===== src/verilog/harv_params.svh =====
`ifndef HARV_PARAMS_SVH
`define HARV_PARAMS_SVH
// How it works
// - Force-measure write starts an open-voltage measurement unless skipping; bit self-clears.
// - Force-thermal write triggers one thermal check only while thermal monitoring is on.
// - Measurement time code selects 50, 100, 250 or 500 ms.
// - Adaptive settling off: settling time equals the selected measurement time.
// - Adaptive settling on: settling follows pulse count, quarter to twice measurement time.
// - Adaptive period with automatic mode: store pulse count two measurement times later.
// - Awake and count ratio below half or above two forces a new measurement.
// - Automatic mode disabled: no self-started open-voltage or thermal measurement.
// - Three-bit peak-current field drives the boost peak current select.
// - Thermal enable low: no thermal checks and temperature never stops the boost.
// - Thermal checks run each period or on request and may stop the boost.
// - Wake output follows comparator, or is forced high by the override bit.
// - Device enable follows the active-low pin unless the disable bit is set.
// - Boost follows internal logic while the device is enabled, unless the boost-disable bit is set.
// - Periodic open-voltage enable low: measure on request or count-ratio trigger only, no power-on measurement.
// - Periodic thermal enable gives a check every period when monitoring is on.
// - Host writes to the result register replace the measured value.

// Register addresses.
`define MEAS_CFG_ADDR 8'h07
`define DEV_CTL_ADDR 8'h08
`define OC_RESULT_ADDR 8'h09

// Reset values.
`define MEAS_CFG_RESET 6'h0e
`define DEV_CTL_RESET 7'h30
`define OC_RESULT_RESET 8'h1d

// Measurement configuration fields.
`define FORCE_OV_BIT 7
`define FORCE_TH_BIT 6
`define TMEAS_MSB 5
`define TMEAS_LSB 4
`define ADAPT_SETTLE_BIT 3
`define ADAPT_PERIOD_BIT 2
`define TPER_MSB 1
`define TPER_LSB 0
`define TPER_DISABLED 2'h3

// Device control fields.
`define PEAK_MSB 6
`define PEAK_LSB 4
`define THERMAL_EN_BIT 3
`define WAKE_OVR_BIT 2
`define DEV_DIS_BIT 1
`define BOOST_DIS_BIT 0

// Timing.
`define TMEAS_00_MS 50
`define TMEAS_01_MS 100
`define TMEAS_10_MS 250
`define TMEAS_11_MS 500
`define PERIOD_SHIFT_BASE 6
`define CLOCK_HZ 40000000
`define MS_PER_S 1000
`define MS_CYCLES_DEFAULT (`CLOCK_HZ / `MS_PER_S)
`endif


===== src/verilog/harv_pkg.sv =====
package harv_pkg;
  typedef enum logic [0:0] {
    SCHED_IDLE = 1'b0,
    SCHED_SETTLE = 1'b1
  } sched_e;

  typedef enum logic [1:0] {
    ADP_IDLE = 2'b00,
    ADP_WAIT = 2'b01,
    ADP_ARMED = 2'b10
  } adapt_e;

  typedef logic [10:0] ms_t;
  typedef logic [16:0] period_t;
endpackage


===== src/verilog/timer_if.sv =====
`timescale 1ns/100ps
interface timer_if;
  logic ms_tick;
  logic settle_load;
  harv_pkg::ms_t settle_ms;
  logic settle_done;
  logic period_restart;
  harv_pkg::period_t period_ms;
  logic period_expired;

  modport ctrl (
    input ms_tick,
    input settle_done,
    input period_expired,
    output settle_load,
    output settle_ms,
    output period_restart,
    output period_ms
  );

  modport timer (
    output ms_tick,
    output settle_done,
    output period_expired,
    input settle_load,
    input settle_ms,
    input period_restart,
    input period_ms
  );
endinterface

===== src/verilog/harv_ctrl.sv =====
`timescale 1ns/100ps
`include "harv_params.svh"
module harv_ctrl #(
  parameter int unsigned MS_CYCLES = `MS_CYCLES_DEFAULT
) (
  // Clock and reset
  input wire logic CLOCK,
  input wire logic ARST_N,
  // Register port from the serial engine
  input wire logic [7:0] REG_ADDR,
  input wire logic REG_WR,
  input wire logic [7:0] REG_WDATA,
  output logic [7:0] REG_RDATA,
  // Settings held in neighbouring registers
  input wire logic OPEN_VOLT_PERIODIC_EN,
  input wire logic THERMAL_PERIODIC_EN,
  input wire logic SKIP_OPEN_CIRCUIT_MEASURE,
  input wire logic SLEEP,
  // Harvester core
  input wire logic [15:0] HARVEST_PULSE_COUNT,
  input wire logic [7:0] OPEN_VOLT_SAMPLE,
  input wire logic BOOST_LOGIC_EN,
  // Pins and comparators
  input wire logic ENABLE_PIN_N,
  input wire logic WAKE_COMPARATOR,
  input wire logic THERMAL_OVER_TEMP,
  // Measurement and control outputs
  output logic OPEN_VOLT_MEAS_ACTIVE,
  output logic OPEN_VOLT_MEAS_DONE,
  output logic THERMAL_CHECK,
  output logic THERMAL_TRIPPED,
  output logic [7:0] OPEN_CIRCUIT_RESULT,
  output logic [2:0] BOOST_PEAK_SEL,
  output logic BOOST_EN,
  output logic DEVICE_EN,
  output logic WAKE
);
  localparam logic [2:0] PIN_RESET = 3'h1;

  // Pin index 0 enable pin, 1 wake comparator, 2 over-temperature.
  wire [2:0] pin_raw = {THERMAL_OVER_TEMP, WAKE_COMPARATOR, ENABLE_PIN_N};
  logic [2:0] sync1_q;
  logic [2:0] sync2_q;
  logic [2:0] sync3_q;
  logic [2:0] pin_q;

  logic [5:0] meas_cfg_q;
  logic [6:0] dev_ctl_q;
  logic [7:0] oc_result_q;
  logic ov_pend_q;
  logic th_pend_q;
  logic por_pend_q;
  harv_pkg::sched_e state_q;
  harv_pkg::sched_e state_d;
  harv_pkg::adapt_e adp_q;
  harv_pkg::adapt_e adp_d;
  harv_pkg::ms_t wait_q;
  logic [15:0] stored_cnt_q;
  logic active_q;
  logic done_q;
  logic check_q;
  logic trip_q;
  logic [2:0] peak_q;
  logic boost_q;
  logic dev_en_q;
  logic wake_q;
  logic [7:0] rdata_q;

  timer_if tif();

  meas_timer #(
    .MS_CYCLES(MS_CYCLES)
  ) u_timer (
    .clock(CLOCK),
    .arst_n(ARST_N),
    .tif(tif.timer)
  );

  function automatic harv_pkg::ms_t tmeas_ms(input logic [1:0] code);
    harv_pkg::ms_t ms;
    ms = 11'h000;
    unique case (code)
      2'h0: ms = 11'(`TMEAS_00_MS);
      2'h1: ms = 11'(`TMEAS_01_MS);
      2'h2: ms = 11'(`TMEAS_10_MS);
      2'h3: ms = 11'(`TMEAS_11_MS);
    endcase
    return ms;
  endfunction

  // Outside levels pass three flops; a change counts once the last two agree.
  for (genvar i = 0; i < 3; i++) begin : g_sync
    always_ff @(posedge CLOCK or negedge ARST_N) begin
      if (!ARST_N) begin
        sync1_q[i] <= PIN_RESET[i];
        sync2_q[i] <= PIN_RESET[i];
        sync3_q[i] <= PIN_RESET[i];
        pin_q[i] <= PIN_RESET[i];
      end else begin
        sync1_q[i] <= pin_raw[i];
        sync2_q[i] <= sync1_q[i];
        sync3_q[i] <= sync2_q[i];
        pin_q[i] <= (sync2_q[i] == sync3_q[i]) ? sync2_q[i] : pin_q[i];
      end
    end
  end

  // Decode.
  wire cfg_wr = REG_WR && (REG_ADDR == `MEAS_CFG_ADDR);
  wire dev_wr = REG_WR && (REG_ADDR == `DEV_CTL_ADDR);
  wire res_wr = REG_WR && (REG_ADDR == `OC_RESULT_ADDR);
  wire [1:0] tmeas = meas_cfg_q[`TMEAS_MSB:`TMEAS_LSB];
  wire [1:0] tper = meas_cfg_q[`TPER_MSB:`TPER_LSB];
  wire adapt_settle = meas_cfg_q[`ADAPT_SETTLE_BIT];
  wire thermal_en = dev_ctl_q[`THERMAL_EN_BIT];
  wire wake_ovr = dev_ctl_q[`WAKE_OVR_BIT];
  wire dev_dis = dev_ctl_q[`DEV_DIS_BIT];
  wire boost_dis = dev_ctl_q[`BOOST_DIS_BIT];
  wire auto_on = tper != `TPER_DISABLED;
  wire adapt_on = meas_cfg_q[`ADAPT_PERIOD_BIT] && auto_on;
  wire harv_pkg::ms_t tm = tmeas_ms(tmeas);

  // High pulse count means a strong source, which settles quickly.
  wire harv_pkg::ms_t adapt_ms = (HARVEST_PULSE_COUNT[15:14] == 2'h3) ? (tm >> 2) :
                                 (HARVEST_PULSE_COUNT[15:14] == 2'h2) ? (tm >> 1) :
                                 (HARVEST_PULSE_COUNT[15:14] == 2'h1) ? tm : (tm << 1);
  wire harv_pkg::ms_t settle_ms = adapt_settle ? adapt_ms : tm;
  wire harv_pkg::period_t period_ms = 17'(tm) << (`PERIOD_SHIFT_BASE + tper);

  // Automatic and forced requests.
  wire auto_tick = tif.period_expired && auto_on;
  wire auto_ov = auto_tick && OPEN_VOLT_PERIODIC_EN;
  wire auto_th = auto_tick && THERMAL_PERIODIC_EN && thermal_en;
  wire por_ov = por_pend_q && OPEN_VOLT_PERIODIC_EN && auto_on;
  wire force_ov_wr = cfg_wr && REG_WDATA[`FORCE_OV_BIT];
  wire force_th_wr = cfg_wr && REG_WDATA[`FORCE_TH_BIT] && thermal_en;
  wire [16:0] cnt_x2 = {HARVEST_PULSE_COUNT, 1'b0};
  wire [16:0] stored_x2 = {stored_cnt_q, 1'b0};
  wire ratio_low = cnt_x2 < {1'b0, stored_cnt_q};
  wire ratio_high = {1'b0, HARVEST_PULSE_COUNT} > stored_x2;
  wire adapt_trig = (adp_q == harv_pkg::ADP_ARMED) && adapt_on && !SLEEP && (ratio_low || ratio_high);
  wire ov_set = force_ov_wr || auto_ov || por_ov || adapt_trig;
  wire ov_go = ov_pend_q && !SKIP_OPEN_CIRCUIT_MEASURE && (state_q == harv_pkg::SCHED_IDLE);
  wire ov_drop = ov_pend_q && SKIP_OPEN_CIRCUIT_MEASURE;
  wire ov_end = (state_q == harv_pkg::SCHED_SETTLE) && tif.settle_done;
  wire th_go = (th_pend_q || auto_th) && thermal_en;
  wire wait_over = tif.ms_tick && ({1'b0, wait_q} >= {tm, 1'b0});

  assign tif.settle_load = ov_go;
  assign tif.settle_ms = settle_ms;
  assign tif.period_restart = ov_go;
  assign tif.period_ms = period_ms;

  wire [7:0] rdata_d = (REG_ADDR == `MEAS_CFG_ADDR) ? {2'h0, meas_cfg_q} :
                       (REG_ADDR == `DEV_CTL_ADDR) ? {1'h0, dev_ctl_q} :
                       (REG_ADDR == `OC_RESULT_ADDR) ? oc_result_q : 8'h00;

  always_comb begin
    state_d = state_q;
    unique case (state_q)
      harv_pkg::SCHED_IDLE: begin
        if (ov_go) begin
          state_d = harv_pkg::SCHED_SETTLE;
        end
      end
      harv_pkg::SCHED_SETTLE: begin
        if (tif.settle_done) begin
          state_d = harv_pkg::SCHED_IDLE;
        end
      end
    endcase
  end

  always_comb begin
    adp_d = adp_q;
    unique case (adp_q)
      harv_pkg::ADP_IDLE: begin
        if (ov_end && adapt_on) begin
          adp_d = harv_pkg::ADP_WAIT;
        end
      end
      harv_pkg::ADP_WAIT: begin
        if (!adapt_on || ov_go) begin
          adp_d = harv_pkg::ADP_IDLE;
        end else if (wait_over) begin
          adp_d = harv_pkg::ADP_ARMED;
        end
      end
      harv_pkg::ADP_ARMED: begin
        if (!adapt_on || ov_go || adapt_trig) begin
          adp_d = harv_pkg::ADP_IDLE;
        end
      end
      default: adp_d = harv_pkg::ADP_IDLE;
    endcase
  end

  // Registers written by the host.
  always_ff @(posedge CLOCK or negedge ARST_N) begin
    if (!ARST_N) begin
      meas_cfg_q <= `MEAS_CFG_RESET;
      dev_ctl_q <= `DEV_CTL_RESET;
    end else begin
      meas_cfg_q <= cfg_wr ? REG_WDATA[5:0] : meas_cfg_q;
      dev_ctl_q <= dev_wr ? REG_WDATA[6:0] : dev_ctl_q;
    end
  end

  // A host write wins over a sample landing in the same cycle.
  always_ff @(posedge CLOCK or negedge ARST_N) begin
    if (!ARST_N) begin
      oc_result_q <= `OC_RESULT_RESET;
    end else if (res_wr) begin
      oc_result_q <= REG_WDATA;
    end else if (ov_end) begin
      oc_result_q <= OPEN_VOLT_SAMPLE;
    end
  end

  // Requests: a new request in the cycle of its clear is kept.
  always_ff @(posedge CLOCK or negedge ARST_N) begin
    if (!ARST_N) begin
      ov_pend_q <= 1'b0;
      th_pend_q <= 1'b0;
      por_pend_q <= 1'b1;
    end else begin
      ov_pend_q <= ov_set || (ov_pend_q && !(ov_go || ov_drop));
      th_pend_q <= force_th_wr;
      por_pend_q <= 1'b0;
    end
  end

  always_ff @(posedge CLOCK or negedge ARST_N) begin
    if (!ARST_N) begin
      state_q <= harv_pkg::SCHED_IDLE;
      adp_q <= harv_pkg::ADP_IDLE;
      wait_q <= 11'h000;
      stored_cnt_q <= 16'h0000;
    end else begin
      state_q <= state_d;
      adp_q <= adp_d;
      wait_q <= (adp_q != harv_pkg::ADP_WAIT) ? 11'h000 : (tif.ms_tick ? wait_q + 11'h001 : wait_q);
      stored_cnt_q <= ((adp_q == harv_pkg::ADP_WAIT) && wait_over) ? HARVEST_PULSE_COUNT : stored_cnt_q;
    end
  end

  // Outputs.
  always_ff @(posedge CLOCK or negedge ARST_N) begin
    if (!ARST_N) begin
      active_q <= 1'b0;
      done_q <= 1'b0;
      check_q <= 1'b0;
      trip_q <= 1'b0;
    end else begin
      active_q <= state_d == harv_pkg::SCHED_SETTLE;
      done_q <= ov_end;
      check_q <= th_go;
      trip_q <= thermal_en && (th_go ? pin_q[2] : trip_q);
    end
  end

  always_ff @(posedge CLOCK or negedge ARST_N) begin
    if (!ARST_N) begin
      peak_q <= 3'h3;
      boost_q <= 1'b0;
      dev_en_q <= 1'b0;
      wake_q <= 1'b0;
      rdata_q <= 8'h00;
    end else begin
      peak_q <= dev_ctl_q[`PEAK_MSB:`PEAK_LSB];
      boost_q <= !boost_dis && BOOST_LOGIC_EN && !trip_q && !dev_dis && !pin_q[0];
      dev_en_q <= !dev_dis && !pin_q[0];
      wake_q <= wake_ovr || pin_q[1];
      rdata_q <= rdata_d;
    end
  end

  assign OPEN_VOLT_MEAS_ACTIVE = active_q;
  assign OPEN_VOLT_MEAS_DONE = done_q;
  assign THERMAL_CHECK = check_q;
  assign THERMAL_TRIPPED = trip_q;
  assign OPEN_CIRCUIT_RESULT = oc_result_q;
  assign BOOST_PEAK_SEL = peak_q;
  assign BOOST_EN = boost_q;
  assign DEVICE_EN = dev_en_q;
  assign WAKE = wake_q;
  assign REG_RDATA = rdata_q;

  force_start_a: assert property (@(posedge CLOCK) disable iff (!ARST_N)
    (force_ov_wr && (state_q == harv_pkg::SCHED_IDLE)) ##1 !SKIP_OPEN_CIRCUIT_MEASURE |=> OPEN_VOLT_MEAS_ACTIVE)
    else $error("forced measurement did not start");

  skip_drop_a: assert property (@(posedge CLOCK) disable iff (!ARST_N)
    ov_pend_q && SKIP_OPEN_CIRCUIT_MEASURE && !ov_set |=> !ov_pend_q)
    else $error("request kept while skipping");

  force_read_a: assert property (@(posedge CLOCK) disable iff (!ARST_N)
    REG_ADDR == `MEAS_CFG_ADDR |=> REG_RDATA[7:6] == 2'h0 && REG_RDATA[5:0] == $past(meas_cfg_q))
    else $error("config readback wrong");

  thermal_gate_a: assert property (@(posedge CLOCK) disable iff (!ARST_N)
    THERMAL_CHECK |-> $past(thermal_en))
    else $error("thermal check while disabled");

  thermal_off_a: assert property (@(posedge CLOCK) disable iff (!ARST_N)
    !thermal_en |=> !THERMAL_TRIPPED)
    else $error("thermal trip while disabled");

  wake_force_a: assert property (@(posedge CLOCK) disable iff (!ARST_N)
    wake_ovr || pin_q[1] |=> WAKE)
    else $error("wake not high");

  dev_disable_a: assert property (@(posedge CLOCK) disable iff (!ARST_N)
    dev_dis || pin_q[0] |=> !DEVICE_EN)
    else $error("device enabled while disabled");

  boost_disable_a: assert property (@(posedge CLOCK) disable iff (!ARST_N)
    boost_dis || trip_q |=> !BOOST_EN)
    else $error("boost on while disabled");

  no_auto_a: assert property (@(posedge CLOCK) disable iff (!ARST_N)
    !auto_on && !cfg_wr && !ov_pend_q && !th_pend_q |=> !ov_pend_q && !THERMAL_CHECK)
    else $error("automatic measurement while disabled");

  peak_follow_a: assert property (@(posedge CLOCK) disable iff (!ARST_N)
    dev_wr |=> ##1 BOOST_PEAK_SEL == $past(REG_WDATA[6:4], 2))
    else $error("peak select not updated");
endmodule


===== src/verilog/meas_timer.sv =====
`timescale 1ns/100ps
`include "harv_params.svh"
module meas_timer #(
  parameter int unsigned MS_CYCLES = `MS_CYCLES_DEFAULT
) (
  // Clock and reset
  input wire logic clock,
  input wire logic arst_n,
  // Scheduler side
  timer_if.timer tif
);
  logic [15:0] presc_q;
  logic tick_q;
  harv_pkg::ms_t settle_cnt_q;
  logic settle_run_q;
  logic settle_done_q;
  harv_pkg::period_t per_cnt_q;
  logic per_exp_q;
  wire presc_wrap = presc_q == 16'(MS_CYCLES - 1);
  wire [16:0] per_next = per_cnt_q + 17'h00001;

  assign tif.ms_tick = tick_q;
  assign tif.settle_done = settle_done_q;
  assign tif.period_expired = per_exp_q;

  always_ff @(posedge clock or negedge arst_n) begin
    if (!arst_n) begin
      presc_q <= 16'h0000;
      tick_q <= 1'b0;
    end else begin
      presc_q <= presc_wrap ? 16'h0000 : presc_q + 16'h0001;
      tick_q <= presc_wrap;
    end
  end

  // One tick more than loaded, so a partial first millisecond never shortens settling.
  always_ff @(posedge clock or negedge arst_n) begin
    if (!arst_n) begin
      settle_cnt_q <= 11'h000;
      settle_run_q <= 1'b0;
      settle_done_q <= 1'b0;
    end else if (tif.settle_load) begin
      settle_cnt_q <= tif.settle_ms;
      settle_run_q <= 1'b1;
      settle_done_q <= 1'b0;
    end else if (tick_q && settle_run_q) begin
      settle_run_q <= settle_cnt_q != 11'h000;
      settle_done_q <= settle_cnt_q == 11'h000;
      settle_cnt_q <= (settle_cnt_q == 11'h000) ? 11'h000 : settle_cnt_q - 11'h001;
    end else begin
      settle_done_q <= 1'b0;
    end
  end

  always_ff @(posedge clock or negedge arst_n) begin
    if (!arst_n) begin
      per_cnt_q <= 17'h00000;
      per_exp_q <= 1'b0;
    end else if (tif.period_restart) begin
      per_cnt_q <= 17'h00000;
      per_exp_q <= 1'b0;
    end else if (tick_q) begin
      per_exp_q <= per_next >= tif.period_ms;
      per_cnt_q <= (per_next >= tif.period_ms) ? 17'h00000 : per_next;
    end else begin
      per_exp_q <= 1'b0;
    end
  end
endmodule


===== config.mk =====
export PLATFORM = sky130hd
export DESIGN_NAME = harv_ctrl
export DESIGN_NICKNAME = d
export VERILOG_FILES = /design/src/verilog/harv_pkg.sv /design/src/verilog/timer_if.sv /design/src/verilog/harv_ctrl.sv /design/src/verilog/meas_timer.sv
export VERILOG_INCLUDE_DIRS = /design/src /design/src/verilog
export SDC_FILE = /design/constraint.sdc
export NUM_CORES = 1
export LEC_CHECK = 0
export BUFFER_PORTS_ARGS = -buffer_cell sky130_fd_sc_hd__buf_2
export CAP_MARGIN = 10
export CORE_MARGIN = 5
export CORE_UTILIZATION = 56
export CTS_BUF_LIST = sky130_fd_sc_hd__clkbuf_4 sky130_fd_sc_hd__clkbuf_8
export DETAILED_ROUTE_END_ITERATION = 6
export GPL_ROUTABILITY_DRIVEN = 0
export PLACE_DENSITY = 0.9
export REMOVE_ABC_BUFFERS = 1
export SLEW_MARGIN = 20
export SYNTH_ARGS = -nofsm -noshare
export SYNTH_HDL_FRONTEND = slang
export SYNTH_SLANG_ARGS = --single-unit

===== constraint.sdc =====
create_clock -name CLOCK -period 3.3 [get_ports CLOCK]
set_input_delay 0.33 -clock CLOCK [delete_from_list [all_inputs] [get_ports CLOCK]]
set_output_delay 0.33 -clock CLOCK [all_outputs]
set_load 0.01 [all_outputs]

# After elaboration in Yosys (flattened, before gate mapping)
# Index checks and enable logic that the tools add are counted.
[word_totals] register_bits=131 latchBits=0 n_memories=0 inputBits=51 rom_bits=0 ram_bits=0 word_cells=161
[op_classes] multipliers=0 reduce_logical=59 shift=1 n_bitwise=1 add_sub_neg=5 order_cmp=4 mux=34 div=0 n_eq_ne=20
[ops] op="11-bit two-way mux" n=9
[ops] op="17-bit two-way mux" n=3
[ops] op="11-bit one-hot mux with 4 select lines" n=1
[ops] op="8-bit two-way mux" n=5
[ops] op="1-bit logical AND" n=32
[ops] op="17-bit by 1-bit adder with 17-bit output (second input constant)" n=1
[ops] op="17-bit >= comparator" n=1
[ops] op="16-bit by 17-bit greater-than comparator with 1-bit output" n=1
[ops] op="17-bit by 16-bit less-than comparator with 1-bit output" n=1
[ops] op="11-bit by 4-bit << shifter with 17-bit output" n=1
[ops] op="16-bit by 1-bit adder with 16-bit output (second input constant)" n=1
[ops] op="16-bit equality test (second input constant)" n=1
[ops] op="8-bit by 4-bit equality test with 1-bit output (second input constant)" n=2
[ops] op="16-bit two-way mux" n=1
[ops] op="11-bit by 12-bit >= comparator with 1-bit output" n=1
[ops] op="11-bit by 1-bit adder with 11-bit output (second input constant)" n=1
[ops] op="11-bit logical NOT" n=1
[ops] op="11-bit nonzero test" n=1
[ops] op="11-bit by 1-bit subtractor with 11-bit output (second input constant)" n=1
[ops] op="2-bit equality test (second input constant)" n=5
[ops] op="1-bit logical OR" n=10
[ops] op="1-bit two-way mux" n=9
[ops] op="8-bit by 3-bit equality test with 1-bit output (second input constant)" n=1
[ops] op="1-bit logical NOT" n=8
[ops] op="other kinds (13)" n=26

# Longest topological paths before layout
[depth] depth_word=8 depth_mapped=14 mapped_depth_nobuf=13

# Cells and area by module
# From an unflattened synthesis, not the netlist that was laid out.
[unflattened] cells_unflattened=725 area_unflattened_um2=7367.1
[by_module_without_submodules] mod="harv_ctrl" area_each_um2=4519.3 cells_per_inst=421 instances=1 seq_area_each_um2=2097.0
[by_module_without_submodules] mod="meas_timer" area_each_um2=2847.7 cells_per_inst=304 instances=1 seq_area_each_um2=1201.2

# Worst setup path after synthesis
# Ideal clock, no wire load.
[synth_path] path_kind="reg-to-reg" from="reg u_timer.per_cnt_q[0]" to="reg u_timer.per_cnt_q[11]" setup_time_ns=0.065 t_required_ns=3.235 slack_ns=0.108 stages_incl_launch_ff=14 n_path_buf=1 arrival_time_ns=3.127 cell_sequence="dfrtp_1 > ha_1 > inv_1 > or3_1 > nor2_1 > nand4_1 > xnor2_1 > ha_1 > a211o_1 > o221ai_1 > o211ai_1 > clkbuf_1 > o311ai_0 > o21a_1"
[synth_via] elab_chain_len=5
[synth_lines] item="start, declared" line_no="meas_timer.sv:17" rtl="harv_pkg::period_t per_cnt_q;"
[synth_lines] item="start signal, assigned" line_no="meas_timer.sv:64" rtl="per_cnt_q <= (per_next >= tif.period_ms) ? 17'h00000 : per_next;"
[synth_lines] item="17-bit by 1-bit adder with 17-bit output (*)" line_no="meas_timer.sv:20" rtl="wire [16:0] per_next = per_cnt_q + 17'h00001;"
[synth_lines] item="17-bit >= comparator" line_no="meas_timer.sv:64"
[synth_lines] item="17-bit two-way mux (*)" line_no="meas_timer.sv:64"
[synth_lines] item="17-bit two-way mux (*)" line_no="meas_timer.sv:62" rtl="end else if (tick_q) begin"
[synth_lines] item="17-bit two-way mux (*)" line_no="meas_timer.sv:59" rtl="end else if (tif.period_restart) begin"
# Every way passes the cells marked *; elsewhere a longest branch is shown, timed or not. The select of a mux whose other input is x is not followed.
# A chain may end at the register's enable or synchronous reset.

# Final worst setup path
[layout_path] from="reg u_timer.per_cnt_q[5]" to="reg u_timer.per_cnt_q[3]"
[layout_via] elab_chain_len=5
[layout_lines] item="17-bit by 1-bit adder with 17-bit output" line_no="meas_timer.sv:20"
[layout_lines] item="17-bit >= comparator" line_no="meas_timer.sv:64"
[layout_lines] item="17-bit two-way mux" line_no="meas_timer.sv:64"
[layout_lines] item="17-bit two-way mux" line_no="meas_timer.sv:62"
[layout_lines] item="17-bit two-way mux" line_no="meas_timer.sv:59"
# Every way passes these cells. The select of a mux whose other input is x is not followed.

==> summary.txt <==
initial antenna violation count = 0
Hold Path Origin = REG_WDATA[6]
crit-path cells = nand2_1 -> or3_4 -> nor2_4 -> nand4_1 -> xnor2_1 -> ha_1 -> nand4_1 -> nor4_2 -> o221ai_1 -> o211ai_1 -> buf_4 -> buf_6 -> nor3_1 -> o22a_1
Tcrit/Tclk final = 97.38%
vias in the first global route = 6020
Max transition margin = 31.77%
EDFF count, synth = 0
H-tree depth = 4
Lkg Pwr = 0.004165 uW
Final Hold Fails = 0
global-route wire length before repair = 28210 um
Starting DRT DRC Count = 506
setup ws final = 0.08647 ns
Post-Syn Area = 0.007430 mm^2
Post-Route WL = 16790 um
Clk Latency, worst-skew pair = 0.46 ns
top_reg_cell synth = dfrtp_1
status = completed
CP Class = reg2reg
Post-DP Area = 0.008046 mm^2
Hold EP = th_pend_q$_DFF_PN0_
TNS Setup = 0 ns
Final min period = 3.214 ns
Avg Inst Size Synth = 10.04 um^2
share of post-route cells with drive strength above 1 = 23.94%
gr usage total = 21.76%
fin util = 65.87%
Final Hold Slack = 0.1405 ns
Crit Path Max Fanout = 7
CTS tree = done
DP HPWL = 11730 um
maxcap violations = 0
synthesis warning total = 0
DRC Markers = 0
CP most frequent cell = nand4_1
cell row count = 42
Final ANT Viol Nets = 0
Clock Pin Slew Worst Setup and Hold Paths = 0.08 ns
post-synthesis cell type count = 70
clock sinks = 131
ant diodes = 0
R2R cell count = 14
vias per cell = 5.857
WP data required = 3.64 ns
Worst path slowest cell = dfrtp_1
Slew Limit Fails = 0
Die ar. = 0.01567 mm^2
Layout Skew = 0.01508 ns
worst-margin pin slew = 1.021 ns
Reg2Reg Setup Slack = 0.09 ns
crit end category = flip-flop
Routed WL per cell = 16.33 um
Finish-stage setup viols = 0
vias after detailed routing = 6021
worst-case clock buffer depth = 2
max incr delay on CP = 0.44 ns
synthesis-stage register bit count = 131
buffers added on ports = 76
DIE WIDTH = 125.2 um
ys async rst share = 100.0%
Starting Density = 56.55%
reg2reg end = u_timer.per_cnt_q[3]$_DFFE_PN0P_
Root Buffer = clkbuf_8
Power per Cell Area = 410.5 mW/mm^2
post-layout instance area = 0.008653 mm^2
CP startpoint kind = flip-flop
largest net degree at the start of global routing = 99
drt first pass iters = 5
num ports = 77
Die Ht = 125.2 um
final layout net count = 947
maximum vdd drop = 0.2910 mV
Gate Count Post-Synth = 740
Area Growth Syn to Fin = 16.47%
critical path arrival = 3.56 ns
register area share after synthesis = 44.39%
worst hold stages = 3
TritonCTS Buffers = 17
worst slack, placed = -0.01218 ns
core area = 0.01314 mm^2
remaining global-route overflow = 0
worst min-delay path class = in2reg
worst reg2reg startpoint = u_timer.per_cnt_q[5]$_DFFE_PN0P_
Max Fclk = 311.2 MHz
cell families (layout without fill, tap and decap cells):
family / count (synthesis) / count (layout) / share of synthesized area, %
adders and majority gates: 63 / 63 / 10.41
AOI/OAI and AO/OA: 138 / 138 / 12.48
DFF: 131 / 131 / 44.39
other: 2 / 6 / 0.1011
muxes: 41 / 41 / 6.433
and+or+nand+nor: 265 / 265 / 18.10
buffers and inverters: 59 / 167 / 3.250
xor gates and xnor gates: 41 / 41 / 4.833
cell usage in the layout, fill, tap and decap left out, types with 4 or more instances in the layout:
master | netlist | routed
mux2i_1 | 11 | 11
nor2_1 | 65 | 63
a211oi_1 | 5 | 5
inv_1 | 32 | 32
inv_6 | 0 | 8
nand4_1 | 13 | 13
maj3_1 | 6 | 6
and3_1 | 9 | 9
o21a_1 | 9 | 9
nand2_1 | 78 | 78
a21oi_1 | 36 | 36
dlygate4sd3_1 | 0 | 4
dfrtp_1 | 115 | 114
or3_1 | 11 | 9
mux2_2 | 22 | 22
and4_1 | 4 | 4
o21ai_0 | 25 | 25
or2_2 | 6 | 6
nor3b_1 | 7 | 7
clkbuf_8 | 0 | 17
ha_1 | 57 | 56
dfstp_2 | 16 | 16
conb_1 | 2 | 6
nand2b_1 | 7 | 7
nand3_1 | 16 | 14
mux2_4 | 8 | 8
nor3_1 | 21 | 21
a31oi_1 | 5 | 5
a22oi_1 | 6 | 6
xor2_1 | 23 | 23
buf_2 | 1 | 75
o22a_1 | 5 | 5
a22o_1 | 9 | 9
nor2b_1 | 8 | 8
o22ai_1 | 5 | 5
xnor2_1 | 18 | 18
bufinv_16 | 0 | 4
buf_4 | 1 | 20
flip-flops by register name (all words and copies together) (netlist names), 6 cells and up:
| register | count |
|---|---|
| u_timer.presc_q | 16 |
| dev_ctl_q | 7 |
| stored_cnt_q | 16 |
| u_timer.settle_cnt_q | 11 |
| meas_cfg_q | 6 |
| REG_RDATA | 8 |
| wait_q | 11 |
| OPEN_CIRCUIT_RESULT | 8 |
| u_timer.per_cnt_q | 17 |
critical path, delay by kind of cell (launching register included):
family                   cells  cell delay (ns)
adder cells (fa/ha/maj)      1             0.33
buffers and inverters        2             0.31
flip-flops                   1             0.44
AND/OR/NAND/NOR              7             1.33
XOR/XNOR                     1             0.18
AO/OA/AOI/OAI                3             0.54
cell usage after synthesis, types with 11 or more instances:
library cell,count,area share [%]
dfrtp_1,115,39
nand2_1,78,3.9
nor2_1,65,3.3
ha_1,57,9.6
a21oi_1,36,2.4
inv_1,32,1.6
o21ai_0,25,1.7
xor2_1,23,2.7
mux2_2,22,3.3
nor3_1,21,1.4
clkbuf_1,20,1.0
xnor2_1,18,2.1
dfstp_2,16,5.7
nand3_1,16,1.1
nand4_1,13,1.1
mux2i_1,11,1.5
or3_1,11,0.93
through the flow:
| step | instances | power (uW) |
|---|---|---|
| finish | 1028 | 3552 |
| detailed placement | 985 | 2022 |
| floorplan | 718 | 1876 |
| CTS | 1024 | 3576 |
| global route | 1028 | 3702 |
| global placement | 985 | 2003 |
power by group:
group | internal (uW) | total, uW | switching, uW
Sequential | 1660 | 1700 | 37.8
Clock | 844 | 1550 | 706
Combinational | 132 | 305 | 173
per-layer routing:
metal  track usage, %  up-vias  part of all wire (%)
met2            37.36      190                    51
li1                 -     2835                     -
met4            8.227        0                   2.5
met5                0        -                     0
met3            4.861       40                   4.9
met1            26.89     2956                    41
worst max path at each step:
stage,from,to
2_1_floorplan,u_timer.per_cnt_q[0]$_DFFE_PN0P_,u_timer.per_cnt_q[8]$_DFFE_PN0P_
3_3_place_gp,u_timer.per_cnt_q[1]$_DFFE_PN0P_,u_timer.per_cnt_q[10]$_DFFE_PN0P_
3_5_place_dp,u_timer.per_cnt_q[0]$_DFFE_PN0P_,u_timer.per_cnt_q[10]$_DFFE_PN0P_
4_1_cts,u_timer.per_cnt_q[0]$_DFFE_PN0P_,u_timer.per_cnt_q[2]$_DFFE_PN0P_
5_1_grt,u_timer.per_cnt_q[3]$_DFFE_PN0P_,u_timer.per_cnt_q[3]$_DFFE_PN0P_
6_report,u_timer.per_cnt_q[5]$_DFFE_PN0P_,u_timer.per_cnt_q[3]$_DFFE_PN0P_
layout make-up:
type	instances	area, um^2
fillers	945	4484
multi-input cells	554	3961
flip-flops and latches	131	3299
repair buffers	102	599.3
clock buffers	17	234.0
well taps	176	220.2
clock inverters	15	215.2
inverters	33	123.9
repair_timing:
| item | 4_1_cts | 5_1_grt |
|---|---|---|
| hold buffers | 4 | 0 |
| resized for setup | 0 | 18 |
| setup buffers | 3 | 4 |
| setup endpoints to repair | 6 | 14 |
| pin swaps | 0 | 10 |
| endpoints found under the hold margin | 42 | 0 |
Power figures use the tool's default switching activity.
